[config.mk]
export PLATFORM = sky130hd
export DESIGN_NAME = tcap_timer
export DESIGN_NICKNAME = d
export VERILOG_FILES = /design/src/logic/tcap_pkg.sv /design/src/logic/pin_sync.sv /design/src/logic/tcap_timer.sv
export SDC_FILE = /design/constraint.sdc
export NUM_CORES = 1
export LEC_CHECK = 0
export ABC_AREA = 1
export BUFFER_PORTS_ARGS = -buffer_cell sky130_fd_sc_hd__buf_2
export CORE_UTILIZATION = 47
export DETAILED_ROUTE_END_ITERATION = 10
export PLACE_DENSITY_LB_ADDON = 0.15
export REMOVE_ABC_BUFFERS = 1
export SETUP_SLACK_MARGIN = 0.2
export SLEW_MARGIN = 20
export SYNTH_ARGS = -nofsm -noshare
export SYNTH_HDL_FRONTEND = slang
export SYNTH_SLANG_ARGS = --single-unit
[constraint.sdc]
create_clock -name mclk -period 1.5 [get_ports mclk]
set_input_delay 0 -clock mclk [delete_from_list [all_inputs] [get_ports mclk]]
set_output_delay 0 -clock mclk [all_outputs]
set_load 0.05 [all_outputs]
[src/logic/tcap_pkg.sv]
// Package of constants and types for the 16-bit capture/compare pulse timer
// Overview of operation
// - Event mode counts selected pin edges
// - Period match raises irq, clears, continues
// - Soft capture copies counter, self-clears
// - Window mode counts pin AND prescaler
// - Edge select picks window gate polarity
// - Width mode starts on trigger edge
// - Opposite edge captures and raises irq
// - Single edge mode clears counter after capture
// - Double edge recaptures on next trigger
// - Capture edge mode bit is bit six
// - Pulse mode starts on edge or command
// - Second compare match toggles output flop
// - Period match toggles, clears, raises irq
// - Output flop resets to zero
// - Software may preset output flop
// - Second compare writes only in pulse mode
// - Control register is write only
package tcap_pkg;
   // Counter width
   localparam int CNT_W = 16;
   // Control register layout (write-only byte)
   localparam int CTL_W = 8;
   localparam int CTL_MODE_LSB = 0; // Two-bit mode field
   localparam int CTL_MODE_W = 2;
   localparam int CTL_FFPRE_BIT = 2; // Output flop preset value
   localparam int CTL_START_LSB = 4; // Start control field
   localparam int CTL_START_W = 2;
   localparam int CTL_CAPMODE_BIT = 6; // Capture edge mode / soft capture
   localparam logic [CTL_W-1:0] CTL_RST = 8'h00;
   localparam logic [CNT_W-1:0] CNT_RST = 16'h0000;
   // Internal prescaler ratio in mclk cycles
   localparam int PRESC_DIV = 16;
   localparam logic [3:0] PRESC_LAST = 4'hf;

   // Operating modes
   typedef enum logic [1:0] {
      MODE_EVENT,
      MODE_WINDOW,
      MODE_WIDTH,
      MODE_PULSE
   } tmode_e;

   // Start control values
   localparam logic [1:0] START_STOP = 2'h0;
   localparam logic [1:0] START_SOFT = 2'h1;
   localparam logic [1:0] START_TRIG = 2'h3;

   // Decoded control fields travel together
   typedef struct packed {
      tmode_e mode;
      logic [1:0] start;
      logic capmode;
      logic ff_preset;
   } tctl_s;

   // Decode a control byte into its fields
   function automatic tctl_s decode_ctl(input logic [CTL_W-1:0] v);
      tctl_s c;
      c.mode = tmode_e'(v[CTL_MODE_LSB +: CTL_MODE_W]);
      c.start = v[CTL_START_LSB +: CTL_START_W];
      c.capmode = v[CTL_CAPMODE_BIT];
      c.ff_preset = v[CTL_FFPRE_BIT];
      return c;
   endfunction
endpackage

[src/logic/pin_sync.sv]
// Two-flop synchroniser with edge detect taken after the second flop
module pin_sync
   import tcap_pkg::*;
(
   // Clock and reset
   input wire logic mclk,
   input wire logic rst_n,
   // Asynchronous pin and synchronised outputs
   input wire logic pin,
   output logic level,
   output logic rise,
   output logic fall
);
   logic meta_r; // First stage, read only by second
   logic sync_r; // Second stage
   logic prev_r; // Delayed copy for edges

   // Synchroniser chain
   always_ff @(posedge mclk) begin
      if (!rst_n) begin
         meta_r <= 1'b0;
         sync_r <= 1'b0;
         prev_r <= 1'b0;
      end else begin
         meta_r <= pin;
         sync_r <= meta_r;
         prev_r <= sync_r;
      end
   end

   assign level = sync_r;
   assign rise = sync_r & ~prev_r;
   assign fall = ~sync_r & prev_r;
endmodule

[src/logic/tcap_timer.sv]
// Top of the 16-bit counter with period match, capture and pulse output
module tcap_timer
   import tcap_pkg::*;
(
   // Clock and reset
   input wire logic mclk,
   input wire logic rst_n,
   // Control register write port
   input wire logic ctl_we,
   input wire logic [CTL_W-1:0] ctl_wdata,
   // Edge select configuration
   input wire logic input_edge_select,
   // Timer register writes
   input wire logic period_we,
   input wire logic [CNT_W-1:0] period_wdata,
   input wire logic second_we,
   input wire logic [CNT_W-1:0] second_wdata,
   // External pin
   input wire logic count_input_pin,
   // Status and outputs
   output logic [CNT_W-1:0] period_compare_reg,
   output logic [CNT_W-1:0] capture_second_compare_reg,
   output logic [CNT_W-1:0] count_value,
   output logic soft_capture_bit,
   output logic running,
   output logic pulse_output_flipflop,
   output logic timer_match_irq
);
   tctl_s ctl_r; // Decoded control register, never read back
   tctl_s wctl; // Fields of an incoming write
   logic [CNT_W-1:0] cnt_r;
   logic [3:0] presc_r; // Prescaler divider
   logic tick; // One-cycle internal clock enable
   logic pin_lvl, pin_rise, pin_fall;
   logic trig_edge, opp_edge;
   logic run_r;
   logic gate_prev_r; // Previous gated clock level in window mode
   logic gate_now;
   logic period_hit, second_hit;
   logic inc;

   // Pin passes two flops before use
   pin_sync pin_sync_i (
      .mclk(mclk),
      .rst_n(rst_n),
      .pin(count_input_pin),
      .level(pin_lvl),
      .rise(pin_rise),
      .fall(pin_fall)
   );

   assign wctl = decode_ctl(ctl_wdata);
   // Trigger edge: rising when edge select low, else falling
   assign trig_edge = input_edge_select ? pin_fall : pin_rise;
   assign opp_edge = input_edge_select ? pin_rise : pin_fall;

   // Prescaler: internal clock enable every PRESC_DIV cycles
   always_ff @(posedge mclk) begin
      if (!rst_n) begin
         presc_r <= 4'h0;
      end else begin
         presc_r <= presc_r + 4'h1;
      end
   end
   assign tick = (presc_r == PRESC_LAST);

   // Control register, write only; a soft capture write also stores bit 6 in capmode
   always_ff @(posedge mclk) begin
      if (!rst_n) begin
         ctl_r <= decode_ctl(CTL_RST);
      end else if (ctl_we) begin
         ctl_r <= wctl;
      end
   end

   // Soft capture flag sets on write, hardware clears after capture
   always_ff @(posedge mclk) begin
      if (!rst_n) begin
         soft_capture_bit <= 1'b0;
      end else if (ctl_we && wctl.capmode &&
                   (wctl.mode == MODE_EVENT || wctl.mode == MODE_WINDOW)) begin
         soft_capture_bit <= 1'b1;
      end else begin
         soft_capture_bit <= 1'b0;
      end
   end

   // Window gate: pin polarity by edge select, ANDed with internal clock
   assign gate_now = (pin_lvl ^ input_edge_select) & presc_r[3];
   always_ff @(posedge mclk) begin
      if (!rst_n) begin
         gate_prev_r <= 1'b0;
      end else begin
         gate_prev_r <= gate_now;
      end
   end

   // Run state: stop field halts, trigger or command starts
   always_ff @(posedge mclk) begin
      if (!rst_n) begin
         run_r <= 1'b0;
      end else if (ctl_we) begin
         // Event and window modes start at once; soft start in pulse mode
         run_r <= (wctl.start != START_STOP) &&
                  (wctl.mode inside {MODE_EVENT, MODE_WINDOW} ||
                   (wctl.mode == MODE_PULSE && wctl.start == START_SOFT));
      end else if (!run_r && ctl_r.start == START_TRIG && trig_edge &&
                   ctl_r.mode inside {MODE_WIDTH, MODE_PULSE}) begin
         run_r <= 1'b1;
      end else if (run_r && ctl_r.mode == MODE_WIDTH && opp_edge && !ctl_r.capmode) begin
         run_r <= 1'b0;
      end
   end
   assign running = run_r;

   // Increment condition per mode
   always_comb begin
      unique case (ctl_r.mode)
         MODE_EVENT: inc = run_r & trig_edge;
         MODE_WINDOW: inc = run_r & gate_now & ~gate_prev_r;
         MODE_WIDTH: inc = run_r & tick;
         MODE_PULSE: inc = run_r & tick;
      endcase
   end

   assign period_hit = run_r && (ctl_r.mode != MODE_WIDTH) && (cnt_r == period_compare_reg);
   // The count dwells on the compare value for a whole prescaler period, so the
   // match is taken only on the tick that leaves it; otherwise the flop would chatter
   assign second_hit = run_r && (ctl_r.mode == MODE_PULSE) && tick &&
                       (cnt_r == capture_second_compare_reg);

   // Up-counter
   always_ff @(posedge mclk) begin
      if (!rst_n) begin
         cnt_r <= CNT_RST;
      end else if (ctl_we && wctl.start == START_STOP) begin
         cnt_r <= CNT_RST; // Stopping clears the count
      end else if (period_hit) begin
         cnt_r <= CNT_RST;
      end else if (ctl_r.mode == MODE_WIDTH && run_r && opp_edge && !ctl_r.capmode) begin
         cnt_r <= CNT_RST;
      end else if (inc) begin
         cnt_r <= cnt_r + 16'h0001;
      end
   end
   assign count_value = cnt_r;

   // Period register, cleared at reset so compares start from a known value
   always_ff @(posedge mclk) begin
      if (!rst_n) begin
         period_compare_reg <= CNT_RST;
      end else if (period_we) begin
         period_compare_reg <= period_wdata;
      end
   end

   // Capture / second compare register
   always_ff @(posedge mclk) begin
      if (!rst_n) begin
         capture_second_compare_reg <= CNT_RST;
      end else if (soft_capture_bit) begin
         capture_second_compare_reg <= cnt_r;
      end else if (ctl_r.mode == MODE_WIDTH && run_r && opp_edge) begin
         capture_second_compare_reg <= cnt_r;
      end else if (ctl_r.mode == MODE_WIDTH && run_r && trig_edge && ctl_r.capmode) begin
         capture_second_compare_reg <= cnt_r;
      end else if (second_we && ctl_r.mode == MODE_PULSE) begin
         capture_second_compare_reg <= second_wdata;
      end
   end

   // Output flop: preset by a stopping control write, toggles on either compare match alone in pulse mode, holds if both match in one cycle
   always_ff @(posedge mclk) begin
      if (!rst_n) begin
         pulse_output_flipflop <= 1'b0;
      end else if (ctl_we && wctl.start == START_STOP) begin
         pulse_output_flipflop <= wctl.ff_preset;
      end else if (second_hit ^ period_hit && ctl_r.mode == MODE_PULSE) begin
         pulse_output_flipflop <= ~pulse_output_flipflop;
      end
   end

   // Interrupt request pulse, registered
   always_ff @(posedge mclk) begin
      if (!rst_n) begin
         timer_match_irq <= 1'b0;
      end else begin
         timer_match_irq <= period_hit ||
                            (ctl_r.mode == MODE_WIDTH && run_r && opp_edge);
      end
   end
endmodule

* Word level (Yosys, flattened, before mapping)
Cells that the tools add are included.
** Word-level totals
- Bits in registers :: 65
- Input bits :: 47
- Output and inout bits :: 52
- Word-level logic and storage cells :: 91
** Cells by class
- $add $sub $neg :: 2
- Eq/ne operators :: 11
- Multiplexer cells :: 13
- Bitwise logic cells :: 14
- Reduce and logical (&&, ||, !) cells :: 36
** Operators by type and width (number)
- $mux W16 :: 4
- $eq A16 B16 Y1 :: 2
- $logic_and A1 B1 Y1 :: 20
- $add A16 B1 Y16 const B :: 1
- $eq A2 B2 Y1 const B :: 4
- $mux W1 :: 8
- $reduce_bool A2 Y1 :: 4
- $and A1 B1 Y1 :: 7
- $eq A2 B1 Y1 const B :: 3
- $logic_not A2 Y1 :: 3
- $not A1 Y1 :: 5
- $add A4 B1 Y4 const B :: 1
- $eq A4 B4 Y1 const B :: 1
- $reduce_bool A4 Y1 :: 1
- $reduce_or A4 Y1 :: 1
- $logic_or A1 B1 Y1 :: 3
- $pmux W1 S3 :: 1
- $reduce_bool A3 Y1 :: 1
- $logic_not A1 Y1 :: 2
- $ne A2 B2 Y1 const B :: 1
- $reduce_or A2 Y1 :: 1
- $xor A1 B1 Y1 :: 2

* Longest topological paths before layout
Gate-level depths: netlist (run 1).
- Depth after elaboration :: 8
- Mapped depth :: 14
- Depth with buffers taken out :: 14

* Cells and area by module
A second synthesis (run 1) with hierarchy kept.
** Second synthesis, totals
- Cell total of the unflattened synthesis :: 519
- Area total of the unflattened synthesis :: 3479.6 um^2
** Modules (own cells, without submodules)
- tcap_timer :: instances 1, cells an instance 506, area an instance 3379.5 um^2, seq. area each 1241.2 um^2
- pin_sync :: instances 1, cells an instance 13, area an instance 100.1 um^2, seq. area each 60.1 um^2

* Least setup slack after synthesis (run 1)
No wires, ideal clock.
- Path kind :: flip-flop to flip-flop
- Start point :: register cnt_r[0], in the netlist count_value[0]
- End point :: register cnt_r[14], in the netlist count_value[14]
- Setup time :: 117 ps
- Arrival time :: 1735 ps
- Data required time :: 1383 ps
- Setup slack :: -352 ps
- Cell stages (with the launch flop) :: 8
- Path buffers :: 0
- Period minus slack after synthesis :: 1852 ps
- Cells stage by stage :: dfxtp_1 -> ha_1 -> inv_1 -> nor4_1 -> nand4_1 -> xor2_1 -> nand2_1 -> a21oi_1
** On the way
- Cells in the longest elaborated chain, start to end :: 3
- Elaborated cells between the ends (all ways) :: 4
- Classes of those cells :: 1 x add/sub; 1 x eq/ne; 2 x reduce/logical
** RTL lines
- from (decl) :: RTL line tcap_timer.sv:31 : logic [CNT_W-1:0] cnt_r;
- from (signal assigned) :: RTL line tcap_timer.sv:143 : cnt_r <= cnt_r + 16'h0001;
- branches (longest 3 deep; another with $add A16 B1 Y16)
Parallel ways; which one is timed is not known.
A chain may end at the register's enable or synchronous reset.

* Final worst setup path (run 1)
- Start point :: register cnt_r[7], in the netlist count_value[7]
- End point :: register pulse_output_flipflop
** On the way
- Cells in the longest elaborated chain, start to end :: 5
- Elaborated cells between the ends (all ways) :: 7
- Classes of those cells :: 2 x eq/ne; 1 x bitwise; 4 x reduce/logical
** RTL lines
- $eq A16 B16 Y1, on equally long branches :: RTL line tcap_timer.sv:130, tcap_timer.sv:126
- $logic_and A1 B1 Y1, on equally long branches :: RTL line tcap_timer.sv:129, tcap_timer.sv:126
- $xor A1 B1 Y1 * :: RTL line tcap_timer.sv:178 : end else if (second_hit ^ period_hit && ctl_r.mode == MODE_PULSE) begin
- $logic_and A1 B1 Y1 * :: RTL line tcap_timer.sv:178
- $reduce_bool A2 Y1 (no source line) *
- to (signal assigned) :: RTL line tcap_timer.sv:177 : pulse_output_flipflop <= wctl.ff_preset;
- to (signal assigned) :: RTL line tcap_timer.sv:179 : pulse_output_flipflop <= ~pulse_output_flipflop;
- to (decl) :: RTL line tcap_timer.sv:26 : output logic pulse_output_flipflop,
Mark *: on every way between the ends. The rest lies on a longest branch, timed or not.

==> impl_results.html, run 1 <==
<table>
<tr><th>Metric</th><th>Value</th></tr>
<tr><th colspan="2">Place</th></tr>
<tr><td>Global placer's final weighted congestion</td><td>0.935</td></tr>
<tr><td>Post-DP HPWL</td><td>~7500 um</td></tr>
<tr><td>Quantity of I/O buffers inserted on ports</td><td>96</td></tr>
<tr><th colspan="2">Setup path</th></tr>
<tr><td>Required time of the critical path</td><td>~1.7 ns</td></tr>
<tr><td>Classification of the worst setup path</td><td>register to register</td></tr>
<tr><td>Worst Path Arrival</td><td>2.02 ns</td></tr>
<tr><td>Nature of the critical path endpoint</td><td>register</td></tr>
<tr><td>Maximum fanout count along the critical path</td><td>4</td></tr>
<tr><td>Critical Path Source Type</td><td>register</td></tr>
<tr><th colspan="2">Routing</th></tr>
<tr><td>Routed length per instance</td><td>between 15 and 20 um</td></tr>
<tr><td>Count of nets left with antenna violations after detail routing</td><td>0</td></tr>
<tr><td>Remaining DRCs</td><td>0</td></tr>
<tr><td>Via density</td><td>5.42</td></tr>
<tr><td>Via count</td><td>roughly 4500</td></tr>
<tr><td>Detailed-route wire length</td><td>approximately 14000 um</td></tr>
<tr><td>Violation count after the first detailed-routing iteration</td><td>about 300</td></tr>
<tr><td>First drt pass iteration count</td><td>5</td></tr>
<tr><th colspan="2">CTS</th></tr>
<tr><td>Maximum level of the CTS H-tree</td><td>3</td></tr>
<tr><td>Number of buffers created by CTS</td><td>9</td></tr>
<tr><td>Latest clock arrival within the worst-skew pair</td><td>~0.35 ns</td></tr>
<tr><td>Clock transition at the registers of the reported paths</td><td>roughly 0.07 ns</td></tr>
<tr><td>Max Root-Sink Buffers</td><td>2</td></tr>
<tr><td>Count of clock tree sinks</td><td>65</td></tr>
<tr><td>CTS tree</td><td>done</td></tr>
<tr><td>Root Driver</td><td>clkbuf_8</td></tr>
<tr><th colspan="2">Logic synthesis</th></tr>
<tr><td>EDFF count, synth</td><td>0</td></tr>
<tr><td>Proportion of synthesized flip-flops having asynchronous set or reset</td><td>0%</td></tr>
<tr><td>Main area contributors after synthesis</td><td>dfxtp_1 37%, nand2_1 15%, a21oi_1 6.1%</td></tr>
<tr><td>Most used standard cell by instance count after synthesis</td><td>nand2_1</td></tr>
<tr><td>Top cell types by occurrence after synthesis</td><td>139 x nand2_1, 65 x dfxtp_1, 50 x inv_1</td></tr>
<tr><td>Cell accounting for the most synthesized area</td><td>dfxtp_1</td></tr>
<tr><td>Instance count of the mapped netlist</td><td>roughly 520</td></tr>
<tr><td>Most common flop cell mapped by yosys</td><td>dfxtp_1</td></tr>
<tr><td>Post-synthesis sequential area ratio</td><td>a little under two fifths</td></tr>
<tr><td>Avg Cell Area, Syn</td><td>between 6 and 7 um^2</td></tr>
<tr><td>Number of distinct library cell variants in the gate-level netlist after synthesis</td><td>34</td></tr>
<tr><td>Warnings, synthesis</td><td>0</td></tr>
<tr><td>Synth Cell Area</td><td>3500 um^2</td></tr>
<tr><td>Post-synthesis sequential element count</td><td>between 60 and 70</td></tr>
<tr><td>Area share of the largest cell type after synthesis</td><td>37.2%</td></tr>
<tr><th colspan="2">GRT</th></tr>
<tr><td>GR Overflow Total</td><td>0</td></tr>
<tr><td>Wire length of the first global-routing pass</td><td>18100 um</td></tr>
<tr><td>Via count of the first global-routing pass</td><td>3920</td></tr>
<tr><td>Total track usage</td><td>a little under a third</td></tr>
<tr><td>Antenna violations before repair</td><td>0</td></tr>
<tr><td>Maximum number of pins on one net before global-route repair</td><td>43</td></tr>
<tr><th colspan="2">Die</th></tr>
<tr><td>Full die area</td><td>just under 8000 um^2</td></tr>
<tr><td>Boundary Pins</td><td>99</td></tr>
<tr><td>Starting density of the core</td><td>between 40% and 50%</td></tr>
<tr><td>Area of the core</td><td>7210 um^2</td></tr>
<tr><td>Vertical extent of the die</td><td>between 80 and 90 um</td></tr>
<tr><td>Row count</td><td>31</td></tr>
<tr><td>Die boundary width</td><td>88.3 um</td></tr>
<tr><th colspan="2">Power</th></tr>
<tr><td>Leakage</td><td>~2.7 nW</td></tr>
<tr><td>Switching portion of total power</td><td>between 30% and 40%</td></tr>
<tr><td>Cell-internal power</td><td>around 2.7 mW</td></tr>
<tr><td>Power density over cell area</td><td>716 nW/um^2</td></tr>
<tr><td>NetSw</td><td>about 1.4 mW</td></tr>
<tr><td>Clock share of power</td><td>about a third</td></tr>
<tr><td>Peak VDD IR</td><td>roughly 480 uV</td></tr>
<tr><td>Sequential share of power</td><td>between 40% and 50%</td></tr>
<tr><td>Proportion of power drawn by combinational gates</td><td>~22%</td></tr>
<tr><th colspan="2">Final layout</th></tr>
<tr><td>Seq. cell area</td><td>~1400 um^2</td></tr>
<tr><td>Number of fill cells</td><td>between 400 and 500</td></tr>
<tr><td>Ratio of cells with drive above 1 in the final layout</td><td>48.0%</td></tr>
<tr><td>Number of nets in the finished design</td><td>768</td></tr>
<tr><td>Total area of multi-input combinational cells</td><td>roughly 2300 um^2</td></tr>
<tr><td>Antenna diodes</td><td>0</td></tr>
<tr><td>Layout Area Growth over Synthesis</td><td>63.7%</td></tr>
<tr><th colspan="2">Worst hold path</th></tr>
<tr><td>Hold/Removal Path Class</td><td>input pin to register</td></tr>
<tr><th colspan="2">STA</th></tr>
<tr><td>Setup repair after global routing missed its margin</td><td>true</td></tr>
<tr><td>Final worst clock skew</td><td>0.00308 ns</td></tr>
<tr><td>Post-route setup slack</td><td>-0.280 ns</td></tr>
<tr><td>Sum of negative setup slack</td><td>-1.41 ns</td></tr>
<tr><td>Transition time at the pin with the least slew margin</td><td>0.410 ns</td></tr>
<tr><td>Min Tclk post-route</td><td>roughly 1.8 ns</td></tr>
<tr><td>Final period util</td><td>119%</td></tr>
<tr><td>Final hold violations</td><td>1</td></tr>
<tr><td>Max-slew headroom at the worst pin</td><td>between 70% and 80%</td></tr>
<tr><td>Count of final setup violators</td><td>17</td></tr>
<tr><td>Final hold slack</td><td>-0.00237 ns</td></tr>
<tr><td>Final number of max-transition violations</td><td>0</td></tr>
<tr><td>Highest Clock Rate</td><td>about 0.56 GHz</td></tr>
<tr><th colspan="2">Outcome</th></tr>
<tr><td>Violations in the final reports</td><td>hold timing, setup timing</td></tr>
<tr><td>Status</td><td>complete, but fails checks</td></tr>
<tr><th colspan="2">Flow run</th></tr>
<tr><td>Max-cap violations</td><td>0</td></tr>
</table>
==> cells in the final DEF (no fill, tap or decap), drive strengths merged <==
cell         netlist  layout
buf               10     174
nand2            145     145
inv               68      68
dfxtp             65      65
o21ai             56      56
nor2              55      55
a21oi             43      43
dlygate4sd3        0      27
nand3             22      23
clkbuf             6      12
nor3               9       9
xor2               8       8
nor3b              6       6
clkinv             2       6
xnor2              6       6
nor4               5       5
nand4              4       4
mux2               3       3
a211oi             3       3
ha                 2       2
a211o              1       1
a21boi             1       1
or2                1       1
==> final timing paths <==
check        slack [ns]                          from                                 end  cells past startpoint
min reg2reg        0.45  pin_sync_i.meta_r$_SDFF_PN0_         pin_sync_i.level$_SDFF_PN0_                      2
min              -0.002                     period_we  period_compare_reg[1]$_SDFFE_PN0P_                      3
max               -0.28   count_value[7]$_SDFFE_PP0P_  pulse_output_flipflop$_SDFFE_PN0P_                     13
max reg2reg       -0.28   count_value[7]$_SDFFE_PP0P_  pulse_output_flipflop$_SDFFE_PN0P_                     13
==> through the flow <==
step / area (um^2) / std cells / power, mW / setup slack [ns] / utilization [%]
after floorplan: 3400 / 505 / 2.38 / -0.504 / -
after global placement: 4440 / 753 / 2.63 / -0.123 / 61.6
after detailed placement: 4440 / 753 / 2.64 / -0.130 / 61.6
after CTS: 5310 / 809 / 4.02 / 0.0236 / 73.7
after global routing: 5730 / 822 / 4.26 / -0.364 / 79.4
final: 5730 / 822 / 4.10 / -0.280 / 79.4
==> final cells by class <==
class                           count  area share [%]
Tap cell                           99            2.16
Clock inverter                      4           0.349
Sequential cell                    65            24.1
Timing Repair Buffer              202            25.7
Clock buffer                       11            2.47
Inverter                           70            5.04
Multi-Input combinational cell    371            40.2
==> power by group through the flow <==
stage	clock, mW	combinational (mW)	sequential, mW
6_report	1.32	0.916	1.87
5_1_grt	1.41	0.976	1.87
3_3_place_gp	0	0.724	1.90
3_5_place_dp	0	0.732	1.91
4_1_cts	1.31	0.841	1.86
2_1_floorplan	0	0.275	2.10
==> layer usage <==
metal	vias up	part of all wire (%)	wire length (um)	GRT usage [%]
li1	2075	-	-	-
met1	2096	39	5370	38.2
met2	212	50	6880	52.1
met3	71	5.8	799	5.04
met4	0	4.5	615	12.8
met5	-	0	0	0
==> kinds of logic after synthesis <==
group	after synthesis	share of synthesized area [%]
buffers and inverters	86	10.3
XOR/XNOR	14	3.50
multiplexers	3	0.965
AND/OR/NAND/NOR	247	31.9
adder cells (fa/ha/maj)	2	0.715
AO/OA/AOI/OAI	104	15.4
flip-flops	65	37.2
==> what timing repair did <==
item	CTS	global route
buffers inserted	13	12
resized for setup	100	88
cloned	1	1
hold endpoints to repair	24	0
setup endpoints to repair	35	35
pin swaps	32	43
hold buffers	27	0
==> worst max-delay path, cell delays in order (launching register included) <==
cell and delay, ns:
dfxtp_4 0.39, nand2_1 0.10, nand2_2 0.11, clkinv_2 0.05, nor2_1 0.12, nand2_1 0.12, nor2_4 0.12, nand3_4 0.10
nand2_2 0.10, nand3_2 0.08, nand2_1 0.08, nand3_1 0.12, nand2_1 0.13, inv_1 0.06
No activity file was read; power rests on OpenSTA's default activity.
==> run 2: changes to the inputs <==
CORE_ASPECT_RATIO = 0.8   (was not set)
SYNTH_HIERARCHICAL = 1   (was not set)
==> run 2 against run 1 <==
Compared with the run above: the flow finishes with violations (DRC, setup timing); sequential power barely moved; critical path depth fell by 3; synthesized cell count fell by 0.38%; global-route usage rose by 0.88 points; final cell count fell by 0.61%; sequential cell count did not move; critical path type unchanged.
==> impl_results.html, run 2 <==
<table>
<tr><th>Metric</th><th>Value</th></tr>
<tr><th colspan="2">Outcome</th></tr>
<tr><td>Status</td><td>complete, but fails checks</td></tr>
<tr><td>Violations in the final reports</td><td>DRC, setup timing</td></tr>
<tr><th colspan="2">Logic synthesis</th></tr>
<tr><td>Synth Cell Area</td><td>~3500 um^2</td></tr>
<tr><td>Most common flop cell mapped by yosys</td><td>dfxtp_1</td></tr>
<tr><td>Post-synthesis sequential element count</td><td>65</td></tr>
<tr><td>Area share of the largest cell type after synthesis</td><td>a little under two fifths</td></tr>
<tr><td>Top cell types by occurrence after synthesis</td><td>137 x nand2_1, 65 x dfxtp_1, 61 x inv_1</td></tr>
<tr><td>Post-synthesis sequential area ratio</td><td>between 30% and 40%</td></tr>
<tr><td>Most used standard cell by instance count after synthesis</td><td>nand2_1</td></tr>
<tr><td>Proportion of synthesized flip-flops having asynchronous set or reset</td><td>0%</td></tr>
<tr><td>Instance count of the mapped netlist</td><td>just over 500</td></tr>
<tr><td>EDFF count, synth</td><td>0</td></tr>
<tr><td>Warnings, synthesis</td><td>6</td></tr>
<tr><td>Cell accounting for the most synthesized area</td><td>dfxtp_1</td></tr>
<tr><td>Avg Cell Area, Syn</td><td>around 6.7 um^2</td></tr>
<tr><td>Main area contributors after synthesis</td><td>dfxtp_1 37%, nand2_1 15%, o21ai_0 7.3%</td></tr>
<tr><td>Number of distinct library cell variants in the gate-level netlist after synthesis</td><td>36</td></tr>
<tr><th colspan="2">Setup path</th></tr>
<tr><td>Delay of the slowest cell on the worst path</td><td>about 0.41 ns</td></tr>
<tr><td>Maximum fanout count along the critical path</td><td>6</td></tr>
<tr><td>Number of buffer and inverter instances along the worst setup path</td><td>3</td></tr>
<tr><td>Worst Path Arrival</td><td>~1.9 ns</td></tr>
<tr><td>Required time of the critical path</td><td>about 1.8 ns</td></tr>
<tr><td>CP Launch Point</td><td>presc_r[3]$_SDFF_PN0_</td></tr>
<tr><td>Classification of the worst setup path</td><td>register to register</td></tr>
<tr><td>Cell chain of the critical path</td><td>nand2_1, nor2_1, inv_1, nor3_2, nand3_1, nand2_4, buf_6, buf_6, nand2_2, a21oi_2</td></tr>
<tr><td>Number of cells on the worst reg-to-reg path</td><td>10</td></tr>
<tr><td>Highest-delay cell along the critical path</td><td>dfxtp_1</td></tr>
<tr><td>Worst path depth</td><td>10</td></tr>
<tr><td>Nature of the critical path endpoint</td><td>register</td></tr>
<tr><td>Endpoint of the worst setup timing path</td><td>count_value[14]$_SDFFE_PP0P_</td></tr>
<tr><td>Cell type group with the largest total delay on the critical path</td><td>simple AND/OR/NAND/NOR gates</td></tr>
<tr><td>Worst reg-to-reg setup slack</td><td>-0.16 ns</td></tr>
<tr><td>Crit path top cell by count</td><td>buf_6</td></tr>
<tr><td>Critical Path Source Type</td><td>register</td></tr>
<tr><td>Launch point of the worst reg-to-reg path</td><td>presc_r[3]$_SDFF_PN0_</td></tr>
<tr><td>Capturing point of the worst reg2reg path</td><td>count_value[14]$_SDFFE_PP0P_</td></tr>
<tr><th colspan="2">Die</th></tr>
<tr><td>Starting density of the core</td><td>roughly half</td></tr>
<tr><td>Area of the core</td><td>7030 um^2</td></tr>
<tr><td>Row count</td><td>27</td></tr>
<tr><td>Vertical extent of the die</td><td>79.0 um</td></tr>
<tr><td>Full die area</td><td>7750 um^2</td></tr>
<tr><td>Die boundary width</td><td>98.2 um</td></tr>
<tr><td>Boundary Pins</td><td>99</td></tr>
<tr><th colspan="2">Final layout</th></tr>
<tr><td>Most used cells in the layout excluding fill and tap cells</td><td>111 x nand2_1, 95 x buf_2, 67 x buf_4</td></tr>
<tr><td>Antenna diodes</td><td>0</td></tr>
<tr><td>Layout Area Growth over Synthesis</td><td>59.8%</td></tr>
<tr><td>Number of nets in the finished design</td><td>774</td></tr>
<tr><td>Commonest non-fill, non-tap cell in the layout</td><td>nand2_1</td></tr>
<tr><td>Number of fill cells</td><td>499</td></tr>
<tr><td>Ratio of cells with drive above 1 in the final layout</td><td>around 44%</td></tr>
<tr><td>Share of the core filled with cells in the final layout</td><td>between 70% and 80%</td></tr>
<tr><th colspan="2">Place</th></tr>
<tr><td>Quantity of I/O buffers inserted on ports</td><td>between 90 and 100</td></tr>
<tr><td>Post-DP HPWL</td><td>around 8000 um</td></tr>
<tr><td>Place WS</td><td>-0.215 ns</td></tr>
<tr><td>Global placer's final weighted congestion</td><td>approximately 0.89</td></tr>
<tr><th colspan="2">Routing</th></tr>
<tr><td>Count of nets left with antenna violations after detail routing</td><td>0</td></tr>
<tr><td>Routed length per instance</td><td>roughly 15 um</td></tr>
<tr><td>Via count</td><td>4277</td></tr>
<tr><td>Remaining DRCs</td><td>7</td></tr>
<tr><td>Detailed-route wire length</td><td>~12000 um</td></tr>
<tr><td>Via density</td><td>about 5.2</td></tr>
<tr><td>Violation count after the first detailed-routing iteration</td><td>269</td></tr>
<tr><td>First drt pass iteration count</td><td>8</td></tr>
<tr><th colspan="2">GRT</th></tr>
<tr><td>Wire length of the first global-routing pass</td><td>between 15000 and 20000 um</td></tr>
<tr><td>Maximum number of pins on one net before global-route repair</td><td>33</td></tr>
<tr><td>Via count of the first global-routing pass</td><td>around 4000</td></tr>
<tr><td>Total track usage</td><td>31.4%</td></tr>
<tr><td>GR Overflow Total</td><td>0</td></tr>
<tr><td>Antenna violations before repair</td><td>0</td></tr>
<tr><th colspan="2">CTS</th></tr>
<tr><td>Root Driver</td><td>clkbuf_8</td></tr>
<tr><td>Number of buffers created by CTS</td><td>9</td></tr>
<tr><td>Latest clock arrival within the worst-skew pair</td><td>between 0.3 and 0.4 ns</td></tr>
<tr><td>Count of clock tree sinks</td><td>between 60 and 70</td></tr>
<tr><td>Maximum level of the CTS H-tree</td><td>3</td></tr>
<tr><td>Max Root-Sink Buffers</td><td>2</td></tr>
<tr><td>Clock transition at the registers of the reported paths</td><td>roughly 0.080 ns</td></tr>
<tr><td>CTS tree</td><td>done</td></tr>
<tr><th colspan="2">Power</th></tr>
<tr><td>Power density over cell area</td><td>around 740 nW/um^2</td></tr>
<tr><td>NetSw</td><td>about 1.4 mW</td></tr>
<tr><td>Switching portion of total power</td><td>between 30% and 40%</td></tr>
<tr><td>Proportion of power drawn by combinational gates</td><td>22.0%</td></tr>
<tr><td>Peak VDD IR</td><td>roughly 520 uV</td></tr>
<tr><td>Cell-internal power</td><td>2.73 mW</td></tr>
<tr><td>Leakage</td><td>~2.6 nW</td></tr>
<tr><td>Clock share of power</td><td>about a third</td></tr>
<tr><td>Sequential share of power</td><td>between 40% and 50%</td></tr>
<tr><th colspan="2">STA</th></tr>
<tr><td>Min Tclk post-route</td><td>roughly 1.7 ns</td></tr>
<tr><td>Setup repair after global routing missed its margin</td><td>true</td></tr>
<tr><td>Max-slew headroom at the worst pin</td><td>between 70% and 80%</td></tr>
<tr><td>Count of final setup violators</td><td>33</td></tr>
<tr><td>Final period util</td><td>111%</td></tr>
<tr><td>Post-route setup slack</td><td>-0.158 ns</td></tr>
<tr><td>Final worst clock skew</td><td>about 0.0072 ns</td></tr>
<tr><td>Highest Clock Rate</td><td>about 0.60 GHz</td></tr>
<tr><td>Final hold slack</td><td>approximately 0.034 ns</td></tr>
<tr><td>Final number of max-transition violations</td><td>0</td></tr>
<tr><td>Final hold violations</td><td>0</td></tr>
<tr><td>Transition time at the pin with the least slew margin</td><td>around 0.34 ns</td></tr>
<tr><th colspan="2">Flow run</th></tr>
<tr><td>Max-cap violations</td><td>0</td></tr>
<tr><th colspan="2">Worst hold path</th></tr>
<tr><td>Hold/Removal Path Class</td><td>input pin to register</td></tr>
</table>
-- run 2: changes by cell type in the layout (fill, tap and decap cells not counted), sizes merged, moves of 2 or more --
| cell | previous run | this run |
|---|---|---|
| buf | 174 | 177 |
| nand2 | 145 | 138 |
| clkinvlp | 0 | 3 |
| xnor2 | 6 | 8 |
| o21ai | 56 | 53 |
| dlygate4sd3 | 27 | 32 |
| clkinv | 6 | 4 |
| nand3 | 23 | 21 |
| xor2 | 8 | 10 |
| mux2 | 3 | 5 |
| inv | 68 | 71 |
-- run 2: worst min path at each step --
| stage | from | cells past startpoint | end | slack [ns] |
|---|---|---|---|---|
| after floorplan | ctl_wdata[1] | 1 | soft_capture_bit$_SDFF_PN0_ | 0.08 |
| after global placement | count_input_pin | 3 | pin_sync_i/meta_r$_SDFF_PN0_ | 0.18 |
| after detailed placement | count_input_pin | 3 | pin_sync_i/meta_r$_SDFF_PN0_ | 0.20 |
| after CTS | rst_n | 3 | pin_sync_i/level$_SDFF_PN0_ | 0.02 |
| after global routing | rst_n | 3 | presc_r[1]$_SDFF_PN0_ | 0.04 |
| final | rst_n | 3 | pin_sync_i/level$_SDFF_PN0_ | 0.03 |
-- run 2: routing by layer --
layer  share of wire (%)  GRT usage [%]  vias up
li1                    -              -     2064
met1                  45           42.7     1984
met2                  45           51.1      204
met3                 8.2           6.69       25
met4                 1.8           7.46        0
met5                   0              0        -
-- run 2: final cells by class --
cell class	instances	area, um^2	area share, %
multi-input combinational	367	2140	38.5
timing repair buffer	210	1510	27.2
sequential	65	1350	24.2
inverter	72	280	5.04
clock buffer	10	128	2.29
tap	87	109	1.96
clock inverter	6	45.0	0.810
-- run 2: logic make-up (layout without fill, tap and decap cells) --
group	count (synthesis)	count (layout)	synth area share, %
compound gates	101	101	15.1
xor+xnor	18	18	4.53
fa+ha+maj	2	2	0.719
buf+inv	88	298	10.4
flops	65	65	37.4
mux	5	5	1.62
simple gates	240	241	30.2
-- run 2: worst min-delay path, delay by kind of cell --
family / cells / cell delay, ns
AND/OR/NAND/NOR: 1 / 0.10
buffers and inverters: 2 / 0.24
-- run 2: what timing repair did --
action / in CTS / in global routing
gates resized for setup: 72 / 78
gates cloned: 1 / 2
buffers inserted: 7 / 1
setup endpoints to repair: 35 / 37
hold buffers: 32 / 0
pin swaps: 20 / 27
endpoints found under the hold margin: 25 / 0
-- run 2: power by group through the flow --
stage	clock, mW	combinational (mW)	sequential (mW)
after floorplan	0	0.259	2.10
after global routing	1.42	0.970	1.88
after global placement	0	0.709	1.90
after detailed placement	0	0.721	1.91
after CTS	1.35	0.825	1.86
final	1.34	0.903	1.87
-- run 2: through the flow --
step	TNS (ns)	instance area (um^2)	power, mW	std cells
2_1_floorplan	-11.04	3390	2.36	503
3_3_place_gp	-1.35	4540	2.61	758
3_5_place_dp	-2.12	4540	2.63	758
4_1_cts	-2.30	5320	4.04	814
5_1_grt	-8.14	5560	4.27	817
6_report	-3.78	5560	4.11	817
